File: config.mk
export PLATFORM = sky130hd
export DESIGN_NAME = serial_peripheral_exchange
export DESIGN_NICKNAME = d
export VERILOG_FILES = /design/src/hw/serial_exchange_pkg.sv /design/src/hw/sync_stage.sv /design/src/hw/serial_peripheral_exchange.sv
export SDC_FILE = /design/constraint.sdc
export NUM_CORES = 1
export LEC_CHECK = 0
export ABC_AREA = 1
export BUFFER_PORTS_ARGS = -buffer_cell sky130_fd_sc_hd__buf_2
export CAP_MARGIN = 0
export CORE_UTILIZATION = 30
export CTS_CLUSTER_SIZE = 12
export DETAILED_ROUTE_END_ITERATION = 16
export GPL_ROUTABILITY_DRIVEN = 0
export RECOVER_POWER = 100
export SLEW_MARGIN = 10
export SYNTH_ARGS = -nofsm -noshare
export SYNTH_HDL_FRONTEND = slang
export SYNTH_SLANG_ARGS = --single-unit
File: constraint.sdc
create_clock -name sys_clk_in -period 4.3 [get_ports sys_clk_in]
set_input_delay 0.645 -clock sys_clk_in [delete_from_list [all_inputs] [get_ports sys_clk_in]]
set_output_delay 0.645 -clock sys_clk_in [all_outputs]
set_load 0.02 [all_outputs]
File: src/hw/serial_exchange_pkg.sv
// Purpose: Shared constants and types for the serial exchange unit
// Assumes: 200 MHz system clock, byte-wide transfers
// Notes:   Half-period counts are system clocks per serial clock phase
package serial_exchange_pkg;

  localparam int unsigned DATA_WIDTH   = 8;
  localparam int unsigned EDGE_TOTAL   = 2 * DATA_WIDTH;
  localparam int unsigned HALF_W       = 6;
  localparam int unsigned EDGE_W       = 5;
  localparam int unsigned BIT_W        = 4;
  localparam int unsigned SYNC_STAGES  = 2;

  // Rate codes and system clocks per serial half period
  localparam logic [1:0] RATE_DIV4     = 2'h0;
  localparam logic [1:0] RATE_DIV8     = 2'h1;
  localparam logic [1:0] RATE_DIV16    = 2'h2;
  localparam logic [1:0] RATE_DIV64    = 2'h3;
  localparam logic [HALF_W-1:0] HALF_DIV4  = 6'h02;
  localparam logic [HALF_W-1:0] HALF_DIV8  = 6'h04;
  localparam logic [HALF_W-1:0] HALF_DIV16 = 6'h08;
  localparam logic [HALF_W-1:0] HALF_DIV64 = 6'h20;

  localparam logic [DATA_WIDTH-1:0] DATA_RESET = 8'h00;
  localparam logic [EDGE_W-1:0] EDGE_LAST  = 5'h10;
  localparam logic [BIT_W-1:0]  BIT_LAST   = 4'h8;

  typedef enum logic [2:0] {
    ST_IDLE = 3'b001,
    ST_LEAD = 3'b010,
    ST_RUN  = 3'b100
  } master_state_type;

  typedef struct packed {
    logic       unit_enable;
    logic       master_select_bit;
    logic       clk_polarity;
    logic       clk_phase;
    logic       bit_order_select;
    logic [1:0] rate_select_field;
  } exchange_control_type;

  typedef struct packed {
    logic transfer_complete_flag;
    logic write_collision_flag;
    logic slave_overflow_flag;
  } exchange_status_type;

endpackage

File: src/hw/sync_stage.sv
// Purpose: Two-flop synchroniser for asynchronous pin inputs
// Assumes: Single system clock domain on the output side
// Notes:   First stage is read only by the second stage
`timescale 1ns/1ps
module sync_stage #(
  parameter int unsigned WIDTH = 1
) (
  input  wire logic             sys_clk_in,
  input  wire logic             resetn_in,
  input  wire logic [WIDTH-1:0] async_in,
  input  wire logic [WIDTH-1:0] reset_value_in,
  output logic      [WIDTH-1:0] sync_out
);

  logic [WIDTH-1:0] meta;

  genvar i;
  generate
    for (i = 0; i < WIDTH; i++) begin : g_bit
      always_ff @(posedge sys_clk_in) begin
        if (!resetn_in) begin
          meta[i]     <= 1'b0;
          sync_out[i] <= 1'b0;
        end else begin
          meta[i]     <= async_in[i];
          sync_out[i] <= meta[i];
        end
      end
    end
  endgenerate

  // Reset value port kept for level idle matching by caller
  logic unused_reset_value;
  assign unused_reset_value = ^reset_value_in;

endmodule

File: src/hw/serial_peripheral_exchange.sv
// Purpose: Byte-wide synchronous serial exchange unit, master or slave
// Assumes: Control bits and data register access arrive as plain ports
// Notes:   Shift register doubles as the data register
// Function
// - Master drives serial clock, slave receives it
// - Master emits eight clock pulses, idle otherwise
// - Slave ignores clock while select is high
// - Shift on one edge, sample on other
// - Master drives MOSI; slave drives MISO
// - Slave drives MISO only while unit enabled
// - Phase 0: polarity sets idle and edges
// - Phase 0 master: first bit before edge
// - Phase 0 slave: write with select low collides
// - Phase 1: polarity sets idle and edges
// - Phase 1 master: first bit on write, before first edge
// - Phase 1 slave: write allowed when not busy
// - Complete flag set after eighth shift cycle
// - Write during transfer collides, data untouched
// - One shift register exchanges both directions
// - Interrupt on complete flag rising edge
// - Idle write loads shift register directly
// - Slave unread byte overwritten sets overflow
// - Collision detection in master and slave
// - Status read then data access clears flags
// - Bit order select chooses MSB or LSB first
// - Master rate divides by 4/8/16/64
`timescale 1ns/1ps
module serial_peripheral_exchange
  import serial_exchange_pkg::*;
(
  input  wire logic                  sys_clk_in,
  input  wire logic                  resetn_in,
  input  wire exchange_control_type  control_in,
  input  wire logic                  data_write_in,
  input  wire logic [DATA_WIDTH-1:0] data_wdata_in,
  input  wire logic                  data_read_in,
  input  wire logic                  status_read_in,
  output logic [DATA_WIDTH-1:0]      shift_data_register_out,
  output exchange_status_type        exchange_status_register_out,
  output logic                       busy_out,
  output logic                       serial_irq_out,
  input  wire logic                  sclk_in,
  output logic                       sclk_out,
  output logic                       sclk_oe_n_out,
  input  wire logic                  mosi_in,
  output logic                       mosi_out,
  output logic                       mosi_oe_n_out,
  input  wire logic                  miso_in,
  output logic                       miso_out,
  output logic                       miso_oe_n_out,
  input  wire logic                  ss_n_in
);

  // Synchronised pins
  logic [3:0] pins_sync;
  logic       sclk_s;
  logic       ss_n_s;
  logic       mosi_s;
  logic       miso_s;

  sync_stage #(
    .WIDTH          (4)
  ) u_sync (
    .sys_clk_in     (sys_clk_in),
    .resetn_in      (resetn_in),
    .async_in       ({sclk_in, ~ss_n_in, mosi_in, miso_in}),
    .reset_value_in (4'h0),
    .sync_out       (pins_sync)
  );

  assign sclk_s = pins_sync[3];
  assign ss_n_s = ~pins_sync[2];
  assign mosi_s = pins_sync[1];
  assign miso_s = pins_sync[0];

  // State
  master_state_type          state;
  master_state_type          next_state;
  logic [DATA_WIDTH-1:0]     shreg;
  logic [DATA_WIDTH-1:0]     next_shreg;
  logic                      out_bit;
  logic                      next_out_bit;
  logic                      sclk_q;
  logic                      next_sclk_q;
  logic [HALF_W-1:0]         half_cnt;
  logic [HALF_W-1:0]         next_half_cnt;
  logic [EDGE_W-1:0]         edge_cnt;
  logic [EDGE_W-1:0]         next_edge_cnt;
  logic [BIT_W-1:0]          bit_cnt;
  logic [BIT_W-1:0]          next_bit_cnt;
  logic                      sclk_d;
  logic                      ss_n_d;
  logic                      armed;
  logic                      next_armed;
  exchange_status_type       flags;
  exchange_status_type       next_flags;
  logic                      next_irq;
  logic [1:0]                samp_pipe;
  logic [1:0]                next_samp_pipe;
  logic [1:0]                last_pipe;
  logic [1:0]                next_last_pipe;

  // Combinational helpers
  logic                      is_master;
  logic                      master_busy;
  logic                      slave_busy;
  logic                      busy;
  logic                      tx_bit;
  logic                      rx_bit;
  logic [DATA_WIDTH-1:0]     shifted;
  logic [HALF_W-1:0]         half_reload;
  logic                      m_edge;
  logic                      m_sample;
  logic                      s_edge;
  logic                      s_sample;
  logic                      do_sample;
  logic                      do_drive;
  logic                      done;
  logic                      collide;
  logic                      load;
  logic                      clear_flags;

  assign is_master   = control_in.master_select_bit;
  assign master_busy = (state != ST_IDLE) || (samp_pipe != '0);
  assign slave_busy  = (bit_cnt != '0);
  assign busy        = is_master ? master_busy : slave_busy;

  // Bit order: MSB first when 0, LSB first when 1
  assign tx_bit  = control_in.bit_order_select ? shreg[0]
                                               : shreg[DATA_WIDTH-1];
  assign rx_bit  = is_master ? miso_s : mosi_s;
  assign shifted = control_in.bit_order_select
                 ? {rx_bit, shreg[DATA_WIDTH-1:1]}
                 : {shreg[DATA_WIDTH-2:0], rx_bit};

  always_comb begin
    case (control_in.rate_select_field)
      RATE_DIV4:  half_reload = HALF_DIV4;
      RATE_DIV8:  half_reload = HALF_DIV8;
      RATE_DIV16: half_reload = HALF_DIV16;
      RATE_DIV64: half_reload = HALF_DIV64;
      default:    half_reload = HALF_DIV4;
    endcase
  end

  // Master edges: even count is a leading edge
  assign m_edge   = (state == ST_RUN || state == ST_LEAD)
                  && (half_cnt == '0);
  assign m_sample = m_edge
                  && (~edge_cnt[0] ^ control_in.clk_phase);

  // MISO is taken once it has crossed the synchroniser
  assign next_samp_pipe = {samp_pipe[0], m_sample};
  assign next_last_pipe = {last_pipe[0],
                           m_sample && (edge_cnt == EDGE_LAST - 5'h01)};

  // Slave edges seen only while selected
  assign s_edge   = !is_master && !ss_n_s && (sclk_s != sclk_d);
  assign s_sample = s_edge
                  && ((sclk_s != control_in.clk_polarity)
                      ^ control_in.clk_phase);

  assign do_sample = is_master ? samp_pipe[1] : s_sample;
  assign do_drive  = is_master ? ((state == ST_RUN) && m_edge && !m_sample)
                               : (s_edge && !s_sample);

  assign done = is_master
              ? (control_in.clk_phase ? (samp_pipe[1] && last_pipe[1])
                 : ((state == ST_RUN) && m_edge
                    && (edge_cnt == EDGE_LAST - 5'h01)))
              : (s_sample && (bit_cnt == BIT_LAST - 4'h1));

  // Collision on write while busy, or phase 0 slave with select low
  assign collide = data_write_in
                 && (busy
                     || (!is_master && !control_in.clk_phase
                         && !ss_n_s));
  assign load    = data_write_in && !collide;

  assign clear_flags = armed && (data_read_in || data_write_in);

  always_comb begin
    next_state    = state;
    next_shreg    = shreg;
    next_out_bit  = out_bit;
    next_sclk_q   = sclk_q;
    next_half_cnt = half_cnt;
    next_edge_cnt = edge_cnt;
    next_bit_cnt  = bit_cnt;
    next_armed    = armed;
    next_flags    = flags;

    // Master clock generator
    case (state)
      ST_IDLE: begin
        next_sclk_q   = control_in.clk_polarity;
        next_edge_cnt = '0;
        if (load && is_master && control_in.unit_enable) begin
          next_state    = ST_LEAD;
          next_half_cnt = half_reload - 6'h01;
        end
      end
      ST_LEAD: begin
        if (half_cnt == '0) begin
          next_state    = ST_RUN;
          next_half_cnt = half_reload - 6'h01;
          next_sclk_q   = ~sclk_q;
          next_edge_cnt = 5'h01;
        end else begin
          next_half_cnt = half_cnt - 6'h01;
        end
      end
      ST_RUN: begin
        if (half_cnt == '0) begin
          next_half_cnt = half_reload - 6'h01;
          next_sclk_q   = ~sclk_q;
          next_edge_cnt = edge_cnt + 5'h01;
          if (edge_cnt == EDGE_LAST - 5'h01) begin
            next_state  = ST_IDLE;
          end
        end else begin
          next_half_cnt = half_cnt - 6'h01;
        end
      end
      default: begin
        next_state = ST_IDLE;
      end
    endcase

    // Shift register and data line
    if (load) begin
      next_shreg   = data_wdata_in;
      next_out_bit = control_in.bit_order_select ? data_wdata_in[0]
                     : data_wdata_in[DATA_WIDTH-1];
    end else begin
      if (do_sample) begin
        next_shreg = shifted;
      end
      if (do_drive) begin
        next_out_bit = control_in.bit_order_select ? next_shreg[0]
                       : next_shreg[DATA_WIDTH-1];
      end
    end

    // Phase 0 slave presents first bit as select falls
    if (!is_master && !control_in.clk_phase && !ss_n_s && ss_n_d) begin
      next_out_bit = tx_bit;
    end

    // Slave bit counter, dropped if select rises mid byte
    if (is_master || ss_n_s) begin
      next_bit_cnt = '0;
    end else if (s_sample) begin
      next_bit_cnt = done ? '0 : bit_cnt + 4'h1;
    end

    // Status flags: complete and collision set win over the read-then-access clear
    if (status_read_in) begin
      next_armed = 1'b1;
    end else if (data_read_in || data_write_in) begin
      next_armed = 1'b0;
    end
    if (clear_flags) begin
      next_flags = '0;
    end
    if (is_master) begin
      next_flags.slave_overflow_flag = 1'b0;
    end
    if (done) begin
      next_flags.transfer_complete_flag = 1'b1;
      if (!is_master && flags.transfer_complete_flag && !clear_flags) begin
        next_flags.slave_overflow_flag = 1'b1;
      end
    end
    if (collide) begin
      next_flags.write_collision_flag = 1'b1;
    end
  end

  assign next_irq = next_flags.transfer_complete_flag
                  && !flags.transfer_complete_flag;

  always_ff @(posedge sys_clk_in) begin
    if (!resetn_in) begin
      state    <= ST_IDLE;
      shreg    <= DATA_RESET;
      out_bit  <= 1'b0;
      sclk_q   <= 1'b0;
      half_cnt <= '0;
      edge_cnt <= '0;
      bit_cnt  <= '0;
      sclk_d   <= 1'b0;
      ss_n_d   <= 1'b1;
      armed    <= 1'b0;
      flags    <= '0;
      samp_pipe <= '0;
      last_pipe <= '0;
    end else begin
      state    <= next_state;
      shreg    <= next_shreg;
      out_bit  <= next_out_bit;
      sclk_q   <= next_sclk_q;
      half_cnt <= next_half_cnt;
      edge_cnt <= next_edge_cnt;
      bit_cnt  <= next_bit_cnt;
      sclk_d   <= sclk_s;
      ss_n_d   <= ss_n_s;
      armed    <= next_armed;
      flags    <= next_flags;
      samp_pipe <= next_samp_pipe;
      last_pipe <= next_last_pipe;
    end
  end

  // Output registers
  always_ff @(posedge sys_clk_in) begin
    if (!resetn_in) begin
      shift_data_register_out      <= DATA_RESET;
      exchange_status_register_out <= '0;
      busy_out                     <= 1'b0;
      serial_irq_out               <= 1'b0;
      sclk_out                     <= 1'b0;
      sclk_oe_n_out                <= 1'b1;
      mosi_out                     <= 1'b0;
      mosi_oe_n_out                <= 1'b1;
      miso_out                     <= 1'b0;
      miso_oe_n_out                <= 1'b1;
    end else begin
      shift_data_register_out      <= next_shreg;
      exchange_status_register_out <= next_flags;
      busy_out                     <= (next_state != ST_IDLE)
                                      || (next_samp_pipe != '0)
                                      || (next_bit_cnt != '0);
      serial_irq_out               <= next_irq;
      sclk_out                     <= next_sclk_q;
      sclk_oe_n_out                <= ~(is_master
                                        && control_in.unit_enable);
      mosi_out                     <= next_out_bit;
      mosi_oe_n_out                <= ~(is_master
                                        && control_in.unit_enable);
      miso_out                     <= next_out_bit;
      miso_oe_n_out                <= ~(!is_master
                                        && control_in.unit_enable);
    end
  end

endmodule

---- After elaboration in Yosys (flattened, before gate mapping) ----
Cells that the tools add are included.
word-level totals
  bits in registers ....................... 50
  bits of input ports ..................... 24
  output and inout port bits .............. 19
cells by class
  add/subtract/negate cells ............... 4
  eq/ne operators ......................... 16
  mux-type cells .......................... 40
  bitwise logic cells ..................... 8
  reduce and logical (&&, ||, !) cells .... 55
operators by type and width
  cell                 number
  $logic_and 1x1->1    25
  $mux 8               3
  $pmux 6 s4           1
  $mux 1               20
  $mux 3               5
  $pmux 5 s3           1
  $mux 4               3
  $mux 6               2
  $pmux 6 s2           1
  $reduce_bool 2->1    6
  $sub 6x1->6 const B  2
  $mux 5               2
  $pmux 3 s3           1
  $reduce_bool 4->1    2
  $logic_not 1->1      7
  $logic_or 1x1->1     7
  $logic_not 6->1      1
  $ne 2x1->1 const B   3
  $ne 3x1->1 const B   2
  $not 1->1            6
  $reduce_bool 3->1    2
  $add 5x1->5 const B  1
  $eq 5x4->1 const B   1
  $add 4x1->4 const B  1
  other kinds (14)     18

---- Logic depth before layout (Yosys ltp) ----
  depth in word-level cells ............... 14
  gate-level depth with buffers ........... 13

---- Hierarchy ----
From an unflattened synthesis, not the netlist that was laid out.
unflattened totals
  cells, all modules ...................... 372
  area, all modules ....................... 2597.5 µm²
by module, submodules not included
  module                      instances  cells each  area each (µm²)
  serial_peripheral_exchange  1          347         2372.3
  sync_stage                  1          25          225.2

---- Worst setup path after synthesis ----
OpenSTA, ideal clock, no wires.
  path kind ............................... input to register
  start point ............................. input control_in[5] (netlist bit)
  end point ............................... register busy_out
  library setup time ...................... 0.128 ns
  arrival ................................. 1.694 ns
  path slack .............................. 2.478 ns
  stages on the path ...................... 13
  path through ............................ inv_2 > nand2_4 > nor2_2 > a21oi_4 > nand3_4 > inv_2 > nand2_2 > nand2_2 > buf_6 > a21oi_2 > nand2_1 > nor2_1 > nor2_1
on the way
  cells in the longest elaborated chain, start to end .. 14
  elaborated cells on any way between the ends .. 25
  those cells by class .................... eq/ne (1); mux (7); reduce/logical (17)
ends and longest elaborated chain
  item                             RTL line                                                              text
  from (decl)                      serial_peripheral_exchange.sv:33                                      input wire exchange_control_type control_in,
  $logic_not 1->1                  serial_peripheral_exchange.sv:158, serial_peripheral_exchange.sv:176
  $logic_and 1x1->1                serial_peripheral_exchange.sv:176                                     || (!is_master && !control_in.clk_phase
  $logic_and 1x1->1                serial_peripheral_exchange.sv:177                                     && !ss_n_s));
  $logic_or 1x1->1                 serial_peripheral_exchange.sv:176
  $logic_and 1x1->1                serial_peripheral_exchange.sv:175                                     && (busy
  $logic_not 1->1                  serial_peripheral_exchange.sv:178                                     assign load = data_write_in && !collide;
  $logic_and 1x1->1                serial_peripheral_exchange.sv:178
  $logic_and 1x1->1 (2 in series)  serial_peripheral_exchange.sv:198                                     if (load && is_master && control_in.unit_enable) begin
  $mux 3                           serial_peripheral_exchange.sv:198
  $pmux 3 s3                       serial_peripheral_exchange.sv:194                                     case (state)
  $ne 3x1->1                       serial_peripheral_exchange.sv:331                                     busy_out <= (next_state != ST_IDLE)
  $logic_or 1x1->1                 serial_peripheral_exchange.sv:332                                     || (next_samp_pipe != '0)
  $logic_or 1x1->1 (*)             serial_peripheral_exchange.sv:333                                     || (next_bit_cnt != '0);
  to (signal assigned)             serial_peripheral_exchange.sv:331
  to (decl)                        serial_peripheral_exchange.sv:40                                      output logic busy_out,
Mark *: on every way between the ends. The rest lies on a longest branch, timed or not.
A chain may end at the register's enable or synchronous reset.

---- Final worst setup path ----
  start point ............................. input control_in[5] (netlist bit)
  end point ............................... register half_cnt[5]
on the way
  cells in the longest elaborated chain, start to end .. 11
  elaborated cells on any way between the ends .. 12
  those cells by class .................... eq/ne (1); mux (1); reduce/logical (10)
ends and longest elaborated chain
  item                                   RTL line                           text
  $logic_not 1->1                        serial_peripheral_exchange.sv:176
  $logic_and 1x1->1                      serial_peripheral_exchange.sv:176
  $logic_and 1x1->1                      serial_peripheral_exchange.sv:177
  $logic_or 1x1->1                       serial_peripheral_exchange.sv:176
  $logic_and 1x1->1                      serial_peripheral_exchange.sv:175
  $logic_not 1->1                        serial_peripheral_exchange.sv:178
  $logic_and 1x1->1                      serial_peripheral_exchange.sv:178
  $logic_and 1x1->1 (*) (2 in series)    serial_peripheral_exchange.sv:198
  $ne 2x2->1 (no source line) (*)        --
  $reduce_and 2->1 (no source line) (*)  --
  to (signal assigned)                   serial_peripheral_exchange.sv:303  half_cnt <= next_half_cnt;
  to (decl)                              serial_peripheral_exchange.sv:85   logic [HALF_W-1:0] half_cnt;
Marks and branches as above.

==> run_results.csv <==
group,metric,value,unit
worst_hold_path,hp-class,"reg2reg",
clock_tree,clockBufferDepth,2,
placement,post_dp_cell_area,2790,um2
grt,grt_pass1_vias,2053,
final_layout,area_growth_syn_to_layout,12.2,%
floorplanning,rows,32,
sta,max_clock_freq,366,MHz
floorplanning,die_y,93.3,um
clock_tree,cts_sinks,50,
clock_tree,clkLatencyLatePin,300,ps
synthesis,yosysWarnings,0,
synthesis,synth_edf_count,0,
routing,drt-wirelength-per-cell,10.9,um
synthesis,yosys.area.top_type,"dfxtp_1",
final_layout,final_cell_area,2810,um2
synthesis,synth.cell_area,2500,um2
placement,dp_hpwl,4080,um
final_layout,seq_area,1000,um2
synthesis,synth_ff_type,"dfxtp_1",
routing,vias_per_cell,4.57,
status,status,"completed",
grt,grt_max_degree,33,
floorplanning,chipWidth,93.3,um
clock_tree,cts_made_buffers,5,
final_layout,most-common-layout-cells,"nand2_1 (92), dfxtp_1 (50), inv_1 (48), nor2_1 (37), nand3_1 (25)",
clock_tree,cts_tree,"done",
clock_tree,clk_pin_slew,90,ps
worst_setup_path,worst_ep_required_time,4530,ps
final_layout,final_common_cell,"nand2_1",
sta,period_share,63.5,%
synthesis,ys_async_sr_fraction,0,%
synthesis,yosysSeqAreaShare,40.0,%
power,irDropWorstVdd,0.117,mV
worst_setup_path,start_kind,"input port",
final_layout,drive_gt1_share,11.3,%
final_layout,fin_util,35.6,%
clock_tree,ctsRootBufferMaster,"clkbuf_8",
floorplanning,start_util,31.7,%
routing,postRouteAntennaNets,0,
synthesis,synth.area.top_cells,"dfxtp_1 (40%), nand2_1 (13%), inv_1 (6.9%)",
worst_setup_path,crit_path_max_fanout,14,
grt,track_usage,13.0,%
power,p_leak,1.33,nW
synthesis,syn_nets,386,
power,p_sw_share,27.5,%
power,power.density,320,nW/um2
routing,drc,0,
worst_setup_path,crit_buf_inv,4,
sta,slew_headroom,6.87,%
power,internal-power,0.000650,W
routing,drt-initial-drc-count,94,
sta,hold_viol_final,0,
synthesis,ys_types,39,
grt,globalRouteOverflowTotal,0,
placement,port_buffers,42,
power,switching_power,0.000246,W
clock_tree,post_cts_buffers,0,
floorplanning,io-pin-count,43,
sta,rsz0062_at_grt,"no",
sta,finalSetupViolCount,0,
synthesis,synth_area_per_cell,7.01,um2
worst_setup_path,cp.arrival,2960,ps
worst_setup_path,cp_top_family,"simple AND/OR/NAND/NOR gates",
grt,antenna_found_initial,0,
floorplanning,dieArea,8710,um2
grt,grt_first_pass_wirelength,9050,um
power,p_clk_share,31.5,%
power,seqPwrFrac,54.9,%
routing,vias,2283,
worst_setup_path,max_stage_delay,360,ps
final_layout,antennaDiodeCount,0,
sta,worst_pin_slew,1400,ps
worst_setup_path,end_kind,"flip-flop",
power,power_frac_comb,13.5,%
clock_tree,ctsHoldBuffers,0,
worst_setup_path,regToRegSetupSlack,1860,ps
routing,wl,5430,um
sta,whs,389,ps
sta,fin_crit,2730,ps
sta,fin_setup_tns,0,ps
sta,finalClockSkew,9.54,ps
final_layout,multi_input_area,1190,um2
clock_tree,cts_resized,0,
routing,first_pass_iters,4,
final_layout,num-fill-cells,866,
synthesis,ys_ff_latch,50,
worst_setup_path,crit_chain,"clkbuf_1 -> inv_1 -> nand2_1 -> nor2_1 -> a21oi_4 -> nand3_1 -> inv_1 -> nand2_1 -> nand2_1 -> inv_1 -> o21ai_0 -> nor3_2",
floorplanning,core-area,7890,um2
run,maxCapViolCount,0,
worst_setup_path,slowest_stage,"nand3_1",
synthesis,synth_top_area_share,40.0,%
final_layout,finalNetCount,426,
clock_tree,cts-htree-levels,2,
sta,slew_viol_final,0,
worst_setup_path,critPathKind,"in2reg",
synthesis,synthCells,357,
-- sequential cells by signal, indices dropped and copies added, names as in the netlist, 2 cells and up --
signal,count
u_sync.meta,4
half_cnt,6
edge_cnt,5
bit_cnt,4
samp_pipe,2
exchange_status_register_out,3
u_sync.sync_out,4
last_pipe,2
shift_data_register_out,8
state,3
-- Yosys cell counts (2+ instances only) --
library cell / n
o211ai_1: 4
inv_1: 46
o21ai_0: 13
mux2i_1: 2
nor2_2: 3
xor2_1: 2
ha_1: 5
nand2_1: 87
a21oi_2: 2
buf_4: 2
inv_2: 10
nor3_1: 6
nand3_1: 24
nand2_2: 4
nor3b_1: 2
o21ai_1: 15
nand4_1: 3
clkbuf_1: 5
dfxtp_1: 50
a21oi_1: 14
nor2_1: 36
a211oi_1: 2
nor3_2: 3
a221oi_1: 2
-- kinds of logic (layout without fill, tap and decap cells) --
family	after synthesis	after routing	share of synthesized area, %
AND/OR/NAND/NOR	175	175	31.7
buffers and inverters	65	106	10.4
AO/OA/AOI/OAI	57	57	13.5
flip-flops	50	50	40.0
adder cells (fa/ha/maj)	5	5	2.50
XOR/XNOR	3	3	1.05
multiplexers	2	2	0.800
-- path summary, 6_finish.rpt --
kind,start,endpoint,cells after the start
setup reg to reg,half_cnt[0],edge_cnt[3],9
setup / recovery,control_in[5],half_cnt[5],12
hold reg to reg,u_sync.sync_out[2],ss_n_d,1
hold / removal,u_sync.sync_out[2],ss_n_d,1
-- power by group through the flow --
stage	sequential, W	combinational [W]	clock (W)
6_report	0.000493	0.000121	0.000283
5_1_grt	0.000495	0.000137	0.000314
4_1_cts	0.000493	0.000130	0.000293
3_5_place_dp	0.000504	0.000130	0
3_3_place_gp	0.000504	0.000129	0
2_1_floorplan	0.000513	0.0000806	0
-- cell type report --
cell class,count,area share [%]
sequential,50,35.7
clock buffer,7,3.08
timing repair buffer,42,6.55
clock inverter,1,0.178
multi-input combinational,242,42.5
tap,102,4.55
inverter,56,7.49
-- stage by stage --
stage | setup WS, ps | instances | power [W]
global placement | 2060 | 492 | 0.000633
floorplan | 2480 | 357 | 0.000594
global route | 1200 | 500 | 0.000947
detailed placement | 1960 | 492 | 0.000634
CTS | 2220 | 500 | 0.000916
finish | 1570 | 500 | 0.000897
-- metal layers --
metal	share of wire, %	wire length, um	vias up	track usage, %
li1	-	-	1215	-
met1	48	2630	1010	16.9
met2	45	2450	56	21.8
met3	6.2	338	2	2.93
met4	0.29	16	0	3.46
met5	0	0	-	0
Note: power is estimated with default switching activity, not from simulation.
